[config.mk]
export PLATFORM = sky130hd
export DESIGN_NAME = jpt_top
export DESIGN_NICKNAME = d
export VERILOG_FILES = /design/src/jpt_pkg.sv /design/src/jpt_sync3.sv /design/src/jpt_top.sv
export SDC_FILE = /design/constraint.sdc
export NUM_CORES = 1
export LEC_CHECK = 0
export BUFFER_PORTS_ARGS = -buffer_cell sky130_fd_sc_hd__buf_2
export CORE_UTILIZATION = 55
export DETAILED_ROUTE_END_ITERATION = 7
export PLACE_DENSITY = 0.86
export SLEW_MARGIN = 30
export SYNTH_ARGS = -nofsm -noshare
export SYNTH_HDL_FRONTEND = slang
export SYNTH_SLANG_ARGS = --single-unit
[constraint.sdc]
create_clock -name I_MCLK -period 1.86 [get_ports I_MCLK]
set_clock_uncertainty 0.1 [all_clocks]
set_input_delay 0.372 -clock I_MCLK [delete_from_list [all_inputs] [get_ports I_MCLK]]
set_output_delay 0.372 -clock I_MCLK [all_outputs]
set_load 0.01 [all_outputs]
[src/jpt_pkg.sv]
/*
 * package for the scan-path mux pass-through / transparent block: override register layout,
 * instruction codes, strap settle count and scan pad depth.
 * assumes a single 125 MHz system clock and synchronous active-high reset.
 */
package jpt_pkg;
    localparam int OVR_W = 8;
    localparam logic [7:0] OVR_RESET = 8'h00;
    localparam logic [7:0] INSTR_OVERRIDE = 8'hBF;
    localparam logic [7:0] INSTR_TRANSPARENT = 8'hBE; // arbitrary code for the mode instruction
    localparam int IR_W = 8;
    localparam int PAD_STAGES = 2;
    // edges after reset release until a strap has crossed the input filter
    localparam int SYNC_SETTLE = 5;
    localparam int LP0_Y0_DATA = 0;
    localparam int LP0_Y0_EN = 1;
    localparam int LP0_Y1_DATA = 2;
    localparam int LP0_Y1_EN = 3;
    localparam int LP1_Y0_DATA = 4;
    localparam int LP1_Y0_EN = 5;
    localparam int LP1_Y1_DATA = 6;
    localparam int LP1_Y1_EN = 7;
    localparam int NUM_LOCAL = 2;
endpackage : jpt_pkg

[src/jpt_sync3.sv]
/*
 * three-flop input conditioner with agreement filter.
 * assumes asynchronous input and the block clock.
 */
`timescale 1ns/10ps
`default_nettype none
module jpt_sync3 #(
    parameter int W = 1
) (
    input wire logic i_clk,
    input wire logic i_rst,
    input wire logic [W-1:0] i_d,
    output logic [W-1:0] o_q
);
    logic [W-1:0] s1_r, s2_r, s3_r, q_r, q_nxt;
    always_comb begin
        q_nxt = q_r;
        // first stage feeds only the second; agreement of second and third
        for (int k = 0; k < W; k++) begin
            if (s2_r[k] == s3_r[k]) begin
                q_nxt[k] = s2_r[k];
            end
        end
    end
    always_ff @(posedge i_clk) begin
        if (i_rst) begin
            s1_r <= '0;
            s2_r <= '0;
            s3_r <= '0;
            q_r <= '0;
        end else begin
            s1_r <= i_d;
            s2_r <= s1_r;
            s3_r <= s2_r;
            q_r <= q_nxt;
        end
    end
    assign o_q = q_r;
endmodule : jpt_sync3
`default_nettype wire

[src/jpt_top.sv]
/*
 * pass-through, master select and transparent path of the scan mux.
 * assumes the master's tck/tms/tdi/trst arrive asynchronously and are sampled at 125 MHz;
 * the instruction register value and multi-select flag come from the tap logic elsewhere.
 */
`timescale 1ns/10ps
`default_nettype none
module jpt_top #(
    parameter int PADS = jpt_pkg::PAD_STAGES
) (
    input wire logic I_MCLK,
    input wire logic I_RST,
    input wire logic I_MASTER_PORT_CHOICE,
    input wire logic I_BRIDGE_MODE,
    input wire logic I_TRANSPARENT_PIN,
    input wire logic I_MULTI_SELECT,
    input wire logic [7:0] I_IR,
    input wire logic I_TCK_A,
    input wire logic I_TMS_A,
    input wire logic I_TDI_A,
    input wire logic I_TRST_N_A,
    input wire logic I_TCK_B,
    input wire logic I_TMS_B,
    input wire logic I_TDI_B,
    input wire logic I_TRST_N_B,
    input wire logic I_LOCAL_TDO,
    input wire logic [1:0] I_PT_IN_A,
    input wire logic [1:0] I_PT_IN_B,
    input wire logic [1:0] I_PT_IN_L1,
    output logic o_TCK_L,
    output logic o_TMS_L,
    output logic o_TDI_L,
    output logic o_TRST_N_L,
    output logic o_TDO_M,
    output logic o_MASTER_IS_B,
    output logic o_TRANSPARENT,
    output logic [7:0] o_OVR_BITS,
    output logic [1:0] o_PT_OUT_A,
    output logic [1:0] o_PT_OUT_B,
    output logic [1:0] o_PT_OUT_L1
);
    // ------------------------------------------------------------
    // input conditioning
    // ------------------------------------------------------------
    logic [12:0] raw, syn;
    assign raw = {I_TCK_A, I_TMS_A, I_TDI_A, I_TRST_N_A, I_TCK_B, I_TMS_B, I_TDI_B,
                  I_TRST_N_B, I_LOCAL_TDO, I_TRANSPARENT_PIN, I_MASTER_PORT_CHOICE,
                  I_BRIDGE_MODE, I_MULTI_SELECT};
    jpt_sync3 #(.W(13)) u_sync (
        .i_clk(I_MCLK),
        .i_rst(I_RST),
        .i_d(raw),
        .o_q(syn)
    );
    logic tck_a, tms_a, tdi_a, trst_a, tck_b, tms_b, tdi_b, trst_b, ltdo, tpin, msel, brg, multi;
    assign {tck_a, tms_a, tdi_a, trst_a, tck_b, tms_b, tdi_b, trst_b, ltdo, tpin, msel, brg,
            multi} = syn;

    // ------------------------------------------------------------
    // strap capture and mode
    // ------------------------------------------------------------
    // filter is cleared in reset, so the strap is followed until it is through
    logic mb_r, mb_nxt, transparent_pin_r, transparent_pin_nxt, settled;
    logic [2:0] settle_r, settle_nxt;
    assign settled = (settle_r == 3'(jpt_pkg::SYNC_SETTLE));
    always_comb begin
        settle_nxt = settled ? settle_r : settle_r + 3'h1;
        mb_nxt = (I_RST || !settled) ? msel : mb_r;
        transparent_pin_nxt = brg ? (I_IR == jpt_pkg::INSTR_TRANSPARENT) : tpin;
    end
    always_ff @(posedge I_MCLK) begin
        mb_r <= mb_nxt;
        if (I_RST) begin
            transparent_pin_r <= 1'b0;
            settle_r <= 3'h0;
        end else begin
            transparent_pin_r <= transparent_pin_nxt;
            settle_r <= settle_nxt;
        end
    end

    // master signals picked by strap: low = port a, high = port b
    logic m_tck, m_tms, m_tdi, m_trst;
    assign m_tck = mb_r ? tck_b : tck_a;
    assign m_tms = mb_r ? tms_b : tms_a;
    assign m_tdi = mb_r ? tdi_b : tdi_a;
    assign m_trst = mb_r ? trst_b : trst_a;

    // ------------------------------------------------------------
    // tck edge detect and pad stages
    // ------------------------------------------------------------
    logic tck_d_r, tck_rise, tck_fall;
    assign tck_rise = m_tck & ~tck_d_r;
    assign tck_fall = ~m_tck & tck_d_r;
    logic [PADS-1:0] pad_r, pad_nxt;
    logic tdo_r, tdo_nxt, tms_r, tdi_r, tck_r, trst_r, lin_nxt;
    always_comb begin
        pad_nxt = pad_r;
        // pads cost latency but relax timing at fast tck
        if (tck_rise) begin
            pad_nxt = {pad_r[PADS-2:0], ltdo};
        end
        tdo_nxt = tdo_r;
        if (tck_fall) begin
            tdo_nxt = transparent_pin_r ? ltdo : pad_r[PADS-1];
        end
        lin_nxt = tdi_r;
        if (tck_fall) begin
            lin_nxt = m_tdi;
        end
    end
    always_ff @(posedge I_MCLK) begin
        tck_d_r <= I_RST ? 1'b0 : m_tck;
        tck_r <= I_RST ? 1'b0 : m_tck;
        tms_r <= I_RST ? 1'b1 : m_tms;
        trst_r <= I_RST ? 1'b0 : m_trst;
        if (I_RST) begin
            pad_r <= '0;
            tdo_r <= 1'b0;
            tdi_r <= 1'b0;
        end else begin
            pad_r <= pad_nxt;
            tdo_r <= tdo_nxt;
            tdi_r <= lin_nxt;
        end
    end
    // transparent: filtered master signals skip the tck_r/tms_r/tdi_r/trst_r stage
    assign o_TCK_L = transparent_pin_r ? m_tck : tck_r;
    assign o_TMS_L = transparent_pin_r ? m_tms : tms_r;
    assign o_TDI_L = transparent_pin_r ? m_tdi : tdi_r;
    assign o_TRST_N_L = transparent_pin_r ? m_trst : trst_r;
    assign o_TDO_M = tdo_r;
    assign o_MASTER_IS_B = mb_r;
    assign o_TRANSPARENT = transparent_pin_r;

    // ------------------------------------------------------------
    // override register, shifted by data scan while override held
    // ------------------------------------------------------------
    logic ovr_act;
    assign ovr_act = (I_IR == jpt_pkg::INSTR_OVERRIDE);
    logic [7:0] sh_r, sh_nxt, ovr_r, ovr_nxt;
    logic [3:0] tap_r, tap_nxt; // minimal dr-path tracker: 0 idle,1 select,2 shift,3 exit/pause
    always_comb begin
        sh_nxt = sh_r;
        ovr_nxt = ovr_r;
        tap_nxt = tap_r;
        if (tck_rise) begin
            unique case (tap_r)
                4'h0: tap_nxt = m_tms ? 4'h1 : 4'h0;
                4'h1: tap_nxt = m_tms ? 4'h0 : 4'h2;
                4'h2: begin
                    sh_nxt = {m_tdi, sh_r[7:1]};
                    tap_nxt = m_tms ? 4'h3 : 4'h2;
                end
                4'h3: begin
                    tap_nxt = m_tms ? 4'h0 : 4'h2;
                    if (m_tms && ovr_act) begin
                        ovr_nxt = sh_r;
                    end
                end
                default: tap_nxt = 4'h0;
            endcase
        end
    end
    always_ff @(posedge I_MCLK) begin
        if (I_RST || !m_trst) begin
            sh_r <= '0;
            ovr_r <= jpt_pkg::OVR_RESET;
            tap_r <= 4'h0;
        end else begin
            sh_r <= sh_nxt;
            ovr_r <= ovr_nxt;
            tap_r <= tap_nxt;
        end
    end
    assign o_OVR_BITS = ovr_r;

    // ------------------------------------------------------------
    // pass-through outputs
    // ------------------------------------------------------------
    logic [1:0] pa, pb, pl1, m_in, l0_in, l0_out, l1_out, m_out;
    jpt_sync3 #(.W(6)) u_psync (
        .i_clk(I_MCLK),
        .i_rst(I_RST),
        .i_d({I_PT_IN_A, I_PT_IN_B, I_PT_IN_L1}),
        .o_q({pa, pb, pl1})
    );
    assign m_in = mb_r ? pb : pa;
    assign l0_in = mb_r ? pa : pb;
    logic [1:0] l0_r, l1_r, mo_r;
    always_comb begin
        l0_out = m_in;
        l1_out = m_in;
        m_out = l0_in;
        if (ovr_act) begin
            if (ovr_r[jpt_pkg::LP0_Y0_EN]) l0_out[0] = ovr_r[jpt_pkg::LP0_Y0_DATA];
            if (ovr_r[jpt_pkg::LP0_Y1_EN]) l0_out[1] = ovr_r[jpt_pkg::LP0_Y1_DATA];
            if (ovr_r[jpt_pkg::LP1_Y0_EN]) l1_out[0] = ovr_r[jpt_pkg::LP1_Y0_DATA];
            if (ovr_r[jpt_pkg::LP1_Y1_EN]) l1_out[1] = ovr_r[jpt_pkg::LP1_Y1_DATA];
        end
        if (multi) begin
            // unavailable under multi-select: park low
            l0_out = 2'h0;
            l1_out = 2'h0;
            m_out = 2'h0;
        end
    end
    always_ff @(posedge I_MCLK) begin
        if (I_RST) begin
            l0_r <= 2'h0;
            l1_r <= 2'h0;
            mo_r <= 2'h0;
        end else begin
            l0_r <= l0_out;
            l1_r <= l1_out;
            mo_r <= m_out;
        end
    end
    assign o_PT_OUT_A = mb_r ? l0_r : mo_r;
    assign o_PT_OUT_B = mb_r ? mo_r : l0_r;
    assign o_PT_OUT_L1 = l1_r;

    // ------------------------------------------------------------
    // checks
    // ------------------------------------------------------------
    property p_ovr_reset;
        @(posedge I_MCLK) I_RST |=> (ovr_r == 8'h00);
    endproperty
    a_ovr_reset: assert property (p_ovr_reset) else $error("override not cleared");
    property p_transparent_pin_buf;
        @(posedge I_MCLK) disable iff (I_RST) (transparent_pin_r && tck_fall) |=> (tdo_r == $past(ltdo));
    endproperty
    a_transparent_pin_buf: assert property (p_transparent_pin_buf) else $error("transparent not buffered");
    property p_strap;
        @(posedge I_MCLK) disable iff (I_RST) settled |=> $stable(mb_r);
    endproperty
    a_strap: assert property (p_strap) else $error("master moved out of reset");
    property p_follow;
        @(posedge I_MCLK) disable iff (I_RST) (!ovr_act && !multi) |=> (l1_r == $past(m_in));
    endproperty
    a_follow: assert property (p_follow) else $error("passthru not following");
    property p_ovr_drive;
        @(posedge I_MCLK) disable iff (I_RST)
            (ovr_act && !multi && ovr_r[jpt_pkg::LP1_Y0_EN]) |=>
            (l1_r[0] == $past(ovr_r[jpt_pkg::LP1_Y0_DATA]));
    endproperty
    a_ovr_drive: assert property (p_ovr_drive) else $error("override not driven");
    property p_multi;
        @(posedge I_MCLK) disable iff (I_RST) multi |=> (l0_r == 2'h0 && mo_r == 2'h0);
    endproperty
    a_multi: assert property (p_multi) else $error("passthru under multi-select");
    property p_transparent_pin_mode;
        @(posedge I_MCLK) disable iff (I_RST) (!brg && tpin) |=> transparent_pin_r;
    endproperty
    a_transparent_pin_mode: assert property (p_transparent_pin_mode) else $error("pin did not set transparent");
    property p_pad;
        @(posedge I_MCLK) disable iff (I_RST)
            (!transparent_pin_r && tck_fall) |=> (tdo_r == $past(pad_r[PADS-1]));
    endproperty
    a_pad: assert property (p_pad) else $error("pad stage skipped");
    c_transparent_pin: cover property (@(posedge I_MCLK) transparent_pin_r);
    c_ovr: cover property (@(posedge I_MCLK) ovr_act && ovr_r != 8'h00);
    c_mb: cover property (@(posedge I_MCLK) mb_r);
endmodule : jpt_top
`default_nettype wire

After elaboration in Yosys (flattened, before gate mapping)

Cells that the tools add are included.
Widths: inputs -> output; s select.

Register bits after elaboration: 112
Latch bits: 0
Bits in writable memories: 0
Bits in read-only memories: 0
Bits of input ports: 29
Output and inout bits: 21
Word-level logic and storage cells: 100
Memories kept: 0

Add/subtract/negate cells: 1
Multipliers: 0
Divide/modulo/power cells: 0
$lt $le $gt $ge: 0
Eq/ne operators: 23
Shift-type cells: 0
Mux-type cells: 24
Bitwise gates (word level): 4
Reduce and logical (&&, ||, !) cells: 10

Operators with widths:

| kind                | number |
|---|---|
| $eq 1x1->1          | 17 |
| $eq 8x8->1 const B  | 2 |
| $mux 1              | 16 |
| $mux 2              | 7 |
| $eq 4x2->1 const B  | 2 |
| $pmux 2 s3          | 1 |
| $eq 4x1->1 const B  | 1 |
| $logic_not 4->1     | 1 |
| $reduce_or 2->1     | 2 |
| $add 3x1->3 const B | 1 |
| $eq 3x3->1 const B  | 1 |
| $reduce_and 3->1    | 1 |
| $and 1x1->1         | 2 |
| $logic_not 1->1     | 2 |
| $logic_or 1x1->1    | 2 |
| $not 1->1           | 2 |
| $reduce_and 2->1    | 1 |
| $logic_and 1x1->1   | 1 |

Logic depth before layout (Yosys ltp)

Gate-level depths: netlist of the first run.

Depth after elaboration: 3
Mapped depth: 6
Gate-level depth less buffers: 5

By module

From an unflattened synthesis of the first run, not the netlist that was laid out.

Cells, all modules: 366
Area total of the unflattened synthesis: 3,791.1 um2

Modules (own cells, without submodules):

| module               | instances | cells an instance | area an instance (um2) | sequential area each (um2) |
|---|---|---|---|---|
| jpt_top              | 1         | 169               | 1,550.2                | 730.7 |
| jpt_sync3 at u_sync  | 1         | 135               | 1,520.2                | 1,041.0 |
| jpt_sync3 at u_psync | 1         | 62                | 720.7                  | 480.5 |

Least setup slack after synthesis of the first run

No wires, ideal clock.

Kind: register to register
From: reg mb_r, in the netlist o_MASTER_IS_B
To: reg (tool-made name)
Arrival time: 1.479 ns
Path slack: 0.216 ns
Cell stages (with the launch flop): 7
Buffers on the path: 3
Clock period less this slack: 1.644 ns
Cell sequence: edfxtp_1 buf_4 mux2i_1 or2_2 buf_2 buf_2 nor2_1

RTL lines:

| item                   | RTL line      | source |
|---|---|---|
| from (decl)            | jpt_top.sv:63 | `logic mb_r, mb_nxt, transparent_pin_r, transparent_pin_nxt, settled;` |
| from (signal assigned) | jpt_top.sv:72 | `mb_r <= mb_nxt;` |

Worst setup path after layout of the first run

From: reg mb_r, in the netlist o_MASTER_IS_B
To: out o_PT_OUT_A[1]

Word-level cells in the longest chain between the ends: 1

Ends and longest elaborated chain:

| item      | RTL line       | source |
|---|---|---|
| $mux 2    | jpt_top.sv:219 | `assign o_PT_OUT_A = mb_r ? l0_r : mo_r;` |
| to (decl) | jpt_top.sv:38  | `output logic [1:0] o_PT_OUT_A,` |

No other way between the ends.

==> out/qor.txt, run 1 <==
Hold Path Origin - I_BRIDGE_MODE
Min-Delay Path Class - input port to flip-flop
total CTS buffers - 9
leakage power - 1.61 nW
die height - 81.7 microns
status - finished, violations left
Core ar. - 6030 sq um
share of cells above drive strength 1 - 24.3%
r2r startpoint - o_MASTER_IS_B
post-route cell area - 4180 sq um
Post-Syn Instances - 347
first-pass GRT wire length - 9.87 mm
global placer's final weighted congestion - 0.794
Remaining Overflow, GRT - 0
CTS tree - yes
Max stage delay on crit path - 0.47 ns
Final Critical Period - 2.01 ns
# diodes - 0
drt initial violations - 93
final hold viol count - 0
crit path launch type - flip-flop
Cell Rows - 28
I/O pin total - 50
number of global-route vias before repair - 2289
Crit-path slowest cell - edfxtp_1
vias per cell - 5.30
Clock Sinks - 104
Vias - 2561
clk buf depth - 2
number of synthesized register bits - 104
Crit path buffers/inverters - 3
H-tree level count - 3
R2R Setup Slk - -0.02 ns
pwr/cell area - 873 nW/um^2
Power Total - 3.65 mW
Fmax - 0.497 GHz
slew of the pin with the lowest slew margin - 0.532 ns
hold bufs inserted after CTS - 0
Area Growth Syn to Fin - 19.6%
CP required - 1.39 ns
First-pass DRT Iterations - 5
Max-slew headroom - 64.5%
Avg Inst Size Synth - 10.1 sq um
clk slew on worst S/H paths - 0.09 ns
worst path cell trace - buf_4, buf_6, mux2_4, buf_6
cell mode on critical path - buf_6
Setup-failing EPs final - 14
total track usage - 20.0%
setup tns final - -0.744 ns
Starting Density - 58.0%
syn_nets - 378
r2r endpoint - sh_r[5]
Die Area - 6680 sq um
DRT antenna net count - 0
critical path fanouts, max - 4
largest net degree at the start of global routing - 44
crit share post-route - 108%
fin util - 69.4%
Hold Path End - u_sync.s1_r[1]
register area share after synthesis - 59.9%
PortBufs - 47
Post-DP HPWL - 3.76 mm
DRC violations left - 0
hold path depth - 2
delay-heaviest family, CP - flip-flops
Final nets - 434
DIE WIDTH - 81.7 microns
MaxCap Viol Count - 0
initial antenna violation count - 0
synth warn - 0
cells on worst reg2reg path - 7
critical path depth - 4
Critical Path End Type - primary output
peak supply drop - 0.000696 V
RSZ-0062 raised after global routing - true
Root Buffer - clkbuf_8
post-DR wirelength/cell - 13.0 microns
worst setup margin - -0.153 ns
synthesized cell area - 3490 sq um
Data arrival, critical path - 1.54 ns
violated checks - setup timing
Final Routed Wirelength - 6.29 mm
Yosys cell types - 27
max-slew violations - 0
placed inst area - 3800 sq um
CP Class - flip-flop to primary output
clk_lat worst skew - 0.36 ns
-- cell usage after synthesis, drive strengths merged --
library cell,n,share of area (%)
dfxtp,103,59
nor2b,51,9.1
a21oi,34,4.9
o21ai,27,3.9
nor2,26,2.8
nand2,21,2.3
mux2i,19,5.4
clkbuf,17,1.8
nand3,13,1.9
mux2,7,2.3
buf,4,0.64
or2,3,0.54
a211oi,2,0.43
a311oi,2,0.50
and4,2,0.50
and4b,2,0.57
ha,2,0.72
inv,2,0.21
nand2b,2,0.36
nor3,2,0.29
edfxtp,1,0.86
nand4,1,0.18
nor3b,1,0.21
nor4b,1,0.25
or3,1,0.18
xnor2,1,0.25
-- cell type report --
type                    instances  area, sq um
clock buffers                  14          153
clock inverters                 2         13.8
fillers                       460         1850
inverters                       2         7.51
multi-input cells             220         1400
flip-flops and latches        104         2090
well taps                      75         93.8
repair buffers                 66          418
-- logic make-up after synthesis --
| logic type | share of synthesized area [%] |
|---|---|
| adder cells (fa/ha/maj) | 0.716 |
| flip-flops | 59.9 |
| multiplexers | 7.70 |
| buffers and inverters | 2.69 |
| AO/OA/AOI/OAI | 9.67 |
| AND/OR/NAND/NOR | 19.1 |
| XOR/XNOR | 0.251 |
-- power by group --
part | switching [mW] | total [mW] | internal [mW]
combinational | 0.0613 | 0.129 | 0.0681
clock | 0.687 | 1.22 | 0.529
sequential | 0.0224 | 2.30 | 2.28
-- worst max path at each step --
stage	from	slack, ns	to
2_1_floorplan	o_MASTER_IS_B	0.22	flip-flop
3_3_place_gp	o_MASTER_IS_B	0.03	o_OVR_BITS[6]
3_5_place_dp	o_MASTER_IS_B	-0.05	o_OVR_BITS[6]
4_1_cts	o_MASTER_IS_B	-0.13	o_OVR_BITS[0]
5_1_grt	o_MASTER_IS_B	-0.22	o_PT_OUT_A[1]
6_report	o_MASTER_IS_B	-0.15	o_PT_OUT_A[1]
-- metal layers --
layer	vias up	wire, microns	global-route usage (%)
met5	-	0	0
met4	0	89	7.89
met3	9	310	6.67
met2	70	3180	34.7
met1	1202	2710	22.7
li1	1280	-	-
-- sequential cells by signal (all words and copies together) (netlist names), 3 cells and up, named ones only --
| name | flops |
|---|---|
| o_OVR_BITS | 8 |
| settle_r | 3 |
| sh_r | 8 |
| u_psync.o_q | 4 |
| u_psync.s1_r | 4 |
| u_psync.s2_r | 4 |
| u_psync.s3_r | 4 |
| u_sync.o_q | 13 |
| u_sync.s1_r | 13 |
| u_sync.s2_r | 13 |
| u_sync.s3_r | 13 |
-- layout by cell type, fill, tap and decap left out, types with 2 or more instances in the layout --
| cell | Yosys | routed |
|---|---|---|
| and4b_1 | 2 | 2 |
| a21oi_1 | 34 | 31 |
| buf_6 | 0 | 8 |
| o21ai_0 | 27 | 27 |
| or2_2 | 3 | 3 |
| mux2_4 | 0 | 4 |
| inv_1 | 2 | 2 |
| nand3_1 | 13 | 13 |
| mux2i_4 | 0 | 2 |
| ha_1 | 2 | 2 |
| and4_1 | 2 | 2 |
| mux2i_1 | 19 | 16 |
| clkbuf_8 | 0 | 10 |
| nor2_1 | 26 | 25 |
| nor2b_1 | 51 | 51 |
| a311oi_1 | 2 | 2 |
| buf_2 | 3 | 43 |
| dfxtp_1 | 103 | 103 |
| buf_4 | 1 | 15 |
| a21oi_2 | 0 | 3 |
| nand2_1 | 21 | 21 |
| mux2_2 | 7 | 3 |
| clkbuf_1 | 17 | 4 |
| nand2b_1 | 2 | 2 |
-- repair_timing --
item,CTS,global route
gates cloned,1,1
setup endpoints to repair,16,26
resized for setup,18,12
buffers inserted,8,4
pin swaps,2,3
-- worst reg2reg max path, stage by stage (launching register included) --
cell and delay [ns]:
edfxtp_1 0.47, mux2i_1 0.16, buf_4 0.17, buf_6 0.12, nor4b_4 0.31, buf_6 0.18
mux2i_1 0.20, nor2_1 0.05
-- through the flow --
step,hold WS (ns),cells,setup slack [ns]
floorplan,0.314,347,0.216
global placement,0.317,455,0.0273
detailed placement,0.321,455,-0.0486
CTS,0.102,479,-0.128
global route,0.111,483,-0.216
finish,0.115,483,-0.153
No activity file was read; power rests on OpenSTA's default activity.
==> run 2, diff against run 1 <==
Settings changed: CORE_UTILIZATION 55 to 30, PLACE_DENSITY 0.86 to 0.56.
==> out/qor.txt, run 2 (same netlist as run 1, synthesis figures left out) <==
status - finished, violations left
violated checks - setup timing
commonest non-fill, non-tap cells in the layout - 103 x dfxtp_1, 51 x nor2b_1, 43 x buf_2
DRT antenna net count - 0
number of global-route vias before repair - 2289
pwr/cell area - 972 nW/um^2
switching power - 0.907 mW
CTS tree - yes
die height - 110 microns
worst path cell trace - buf_6, mux2i_4, a21oi_2, buf_2
crit path launch type - flip-flop
Switching Share - 21.3%
Core ar. - 11400 sq um
setup tns final - -1.12 ns
DRC violations left - 0
share of cells above drive strength 1 - 24.2%
largest net degree at the start of global routing - 69
initial antenna violation count - 0
slew of the pin with the lowest slew margin - 0.482 ns
Pint - 3.36 mW
Placement Setup Slack - 0.0359 ns
RSZ-0062 raised after global routing - true
clk slew on worst S/H paths - 0.07 ns
I/O pin total - 50
Fmax - 0.500 GHz
Setup-failing EPs final - 19
Fillers - 1133
hold bufs inserted after CTS - 0
Final nets - 431
Final Routed Wirelength - 6.22 mm
Crit-path slowest cell - edfxtp_1
Data arrival, critical path - 1.53 ns
global placer's final weighted congestion - 0.750
vias per cell - 4.50
clk_lat worst skew - 0.33 ns
final hold viol count - 0
Reg power frac - 54.1%
CP Class - flip-flop to primary output
total CTS buffers - 9
Final Critical Period - 2.00 ns
Cell Rows - 39
clk buf depth - 2
Min-Delay Path Class - input port to flip-flop
crit share post-route - 107%
post-DR wirelength/cell - 11.3 microns
Remaining Overflow, GRT - 0
CP required - 1.39 ns
Critical Path End Type - primary output
# diodes - 0
critical path fanouts, max - 5
Starting Density - 30.7%
DIE WIDTH - 110 microns
Crit path buffers/inverters - 2
Gate power share - 3.1%
commonest non-fill, non-tap cell in the layout - dfxtp_1
Non-Filler Instances - 548
delay-heaviest family, CP - flip-flops
critical path depth - 4
MaxCap Viol Count - 0
first-pass GRT wire length - 10.2 mm
cells on worst reg2reg path - 5
Area Growth Syn to Fin - 25.6%
Vias - 2465
Die Area - 12100 sq um
Root Buffer - clkbuf_16
PortBufs - 47
max-slew violations - 0
Post-DP HPWL - 4.11 mm
drt initial violations - 98
Max stage delay on crit path - 0.51 ns
First-pass DRT Iterations - 4
Clock Sinks - 104
total track usage - 10.9%
placed insts - 524
leakage power - 1.66 nW
hold path depth - 2
worst setup margin - -0.139 ns
H-tree level count - 3
peak supply drop - 0.000525 V
Max-slew headroom - 67.8%
Clock Power Share - 42.8%
[run 2: timing repair]
action / CTS / global route
setup endpoints to repair: 8 / 25
hold endpoints to repair: 0 / 0
setup buffers: 3 / 5
pin swaps: 0 / 3
resized for setup: 8 / 18
[run 2: per-layer routing]
layer,wire length [microns],track usage [%]
met5,0,0
met4,43,3.43
met3,341,3.62
met2,2760,17.2
met1,3070,14.0
[run 2: through the flow]
step | instance area (sq um) | power (mW) | util [%] | hold WS, ns
2_1_floorplan | 3490 | 2.43 | - | 0.314
3_3_place_gp | 3900 | 2.48 | 34.3 | 0.319
3_5_place_dp | 3900 | 2.49 | 34.3 | 0.324
4_1_cts | 4260 | 4.32 | 37.5 | 0.133
5_1_grt | 4390 | 4.45 | 38.6 | 0.140
6_report | 4390 | 4.27 | 38.6 | 0.142
[run 2: final timing paths]
check | to | slack [ns] | start
max | o_TMS_L | -0.14 | o_MASTER_IS_B
min | u_sync.s1_r[4] | 0.14 | I_LOCAL_TDO
max reg2reg | o_OVR_BITS[6] | -0.07 | o_MASTER_IS_B
min reg2reg | u_sync.s2_r[1] | 0.34 | u_sync.s1_r[1]
[run 2: area by class of cell]
class	count	area (sq um)	share of cell area, %
clock buffers	11	253	5.76
multi-input cells	220	1390	31.8
inverters	2	7.51	0.171
repair buffers	63	415	9.47
flip-flops and latches	104	2090	47.7
clock inverters	5	47.5	1.08
well taps	143	179	4.08
[run 2: power by group through the flow]
stage	combinational (mW)	sequential (mW)	clock, mW
6_report	0.134	2.31	1.83
4_1_cts	0.133	2.31	1.89
2_1_floorplan	0.0818	2.35	0
3_3_place_gp	0.124	2.35	0
3_5_place_dp	0.129	2.36	0
5_1_grt	0.151	2.31	1.98
[run 2: worst reg2reg max path: cells and delay by family, from the launching register on]
family	cells	cell delay, ns
compound gates	2	0.33
buf+inv	1	0.16
flops	1	0.51
mux	1	0.22
simple gates	1	0.49
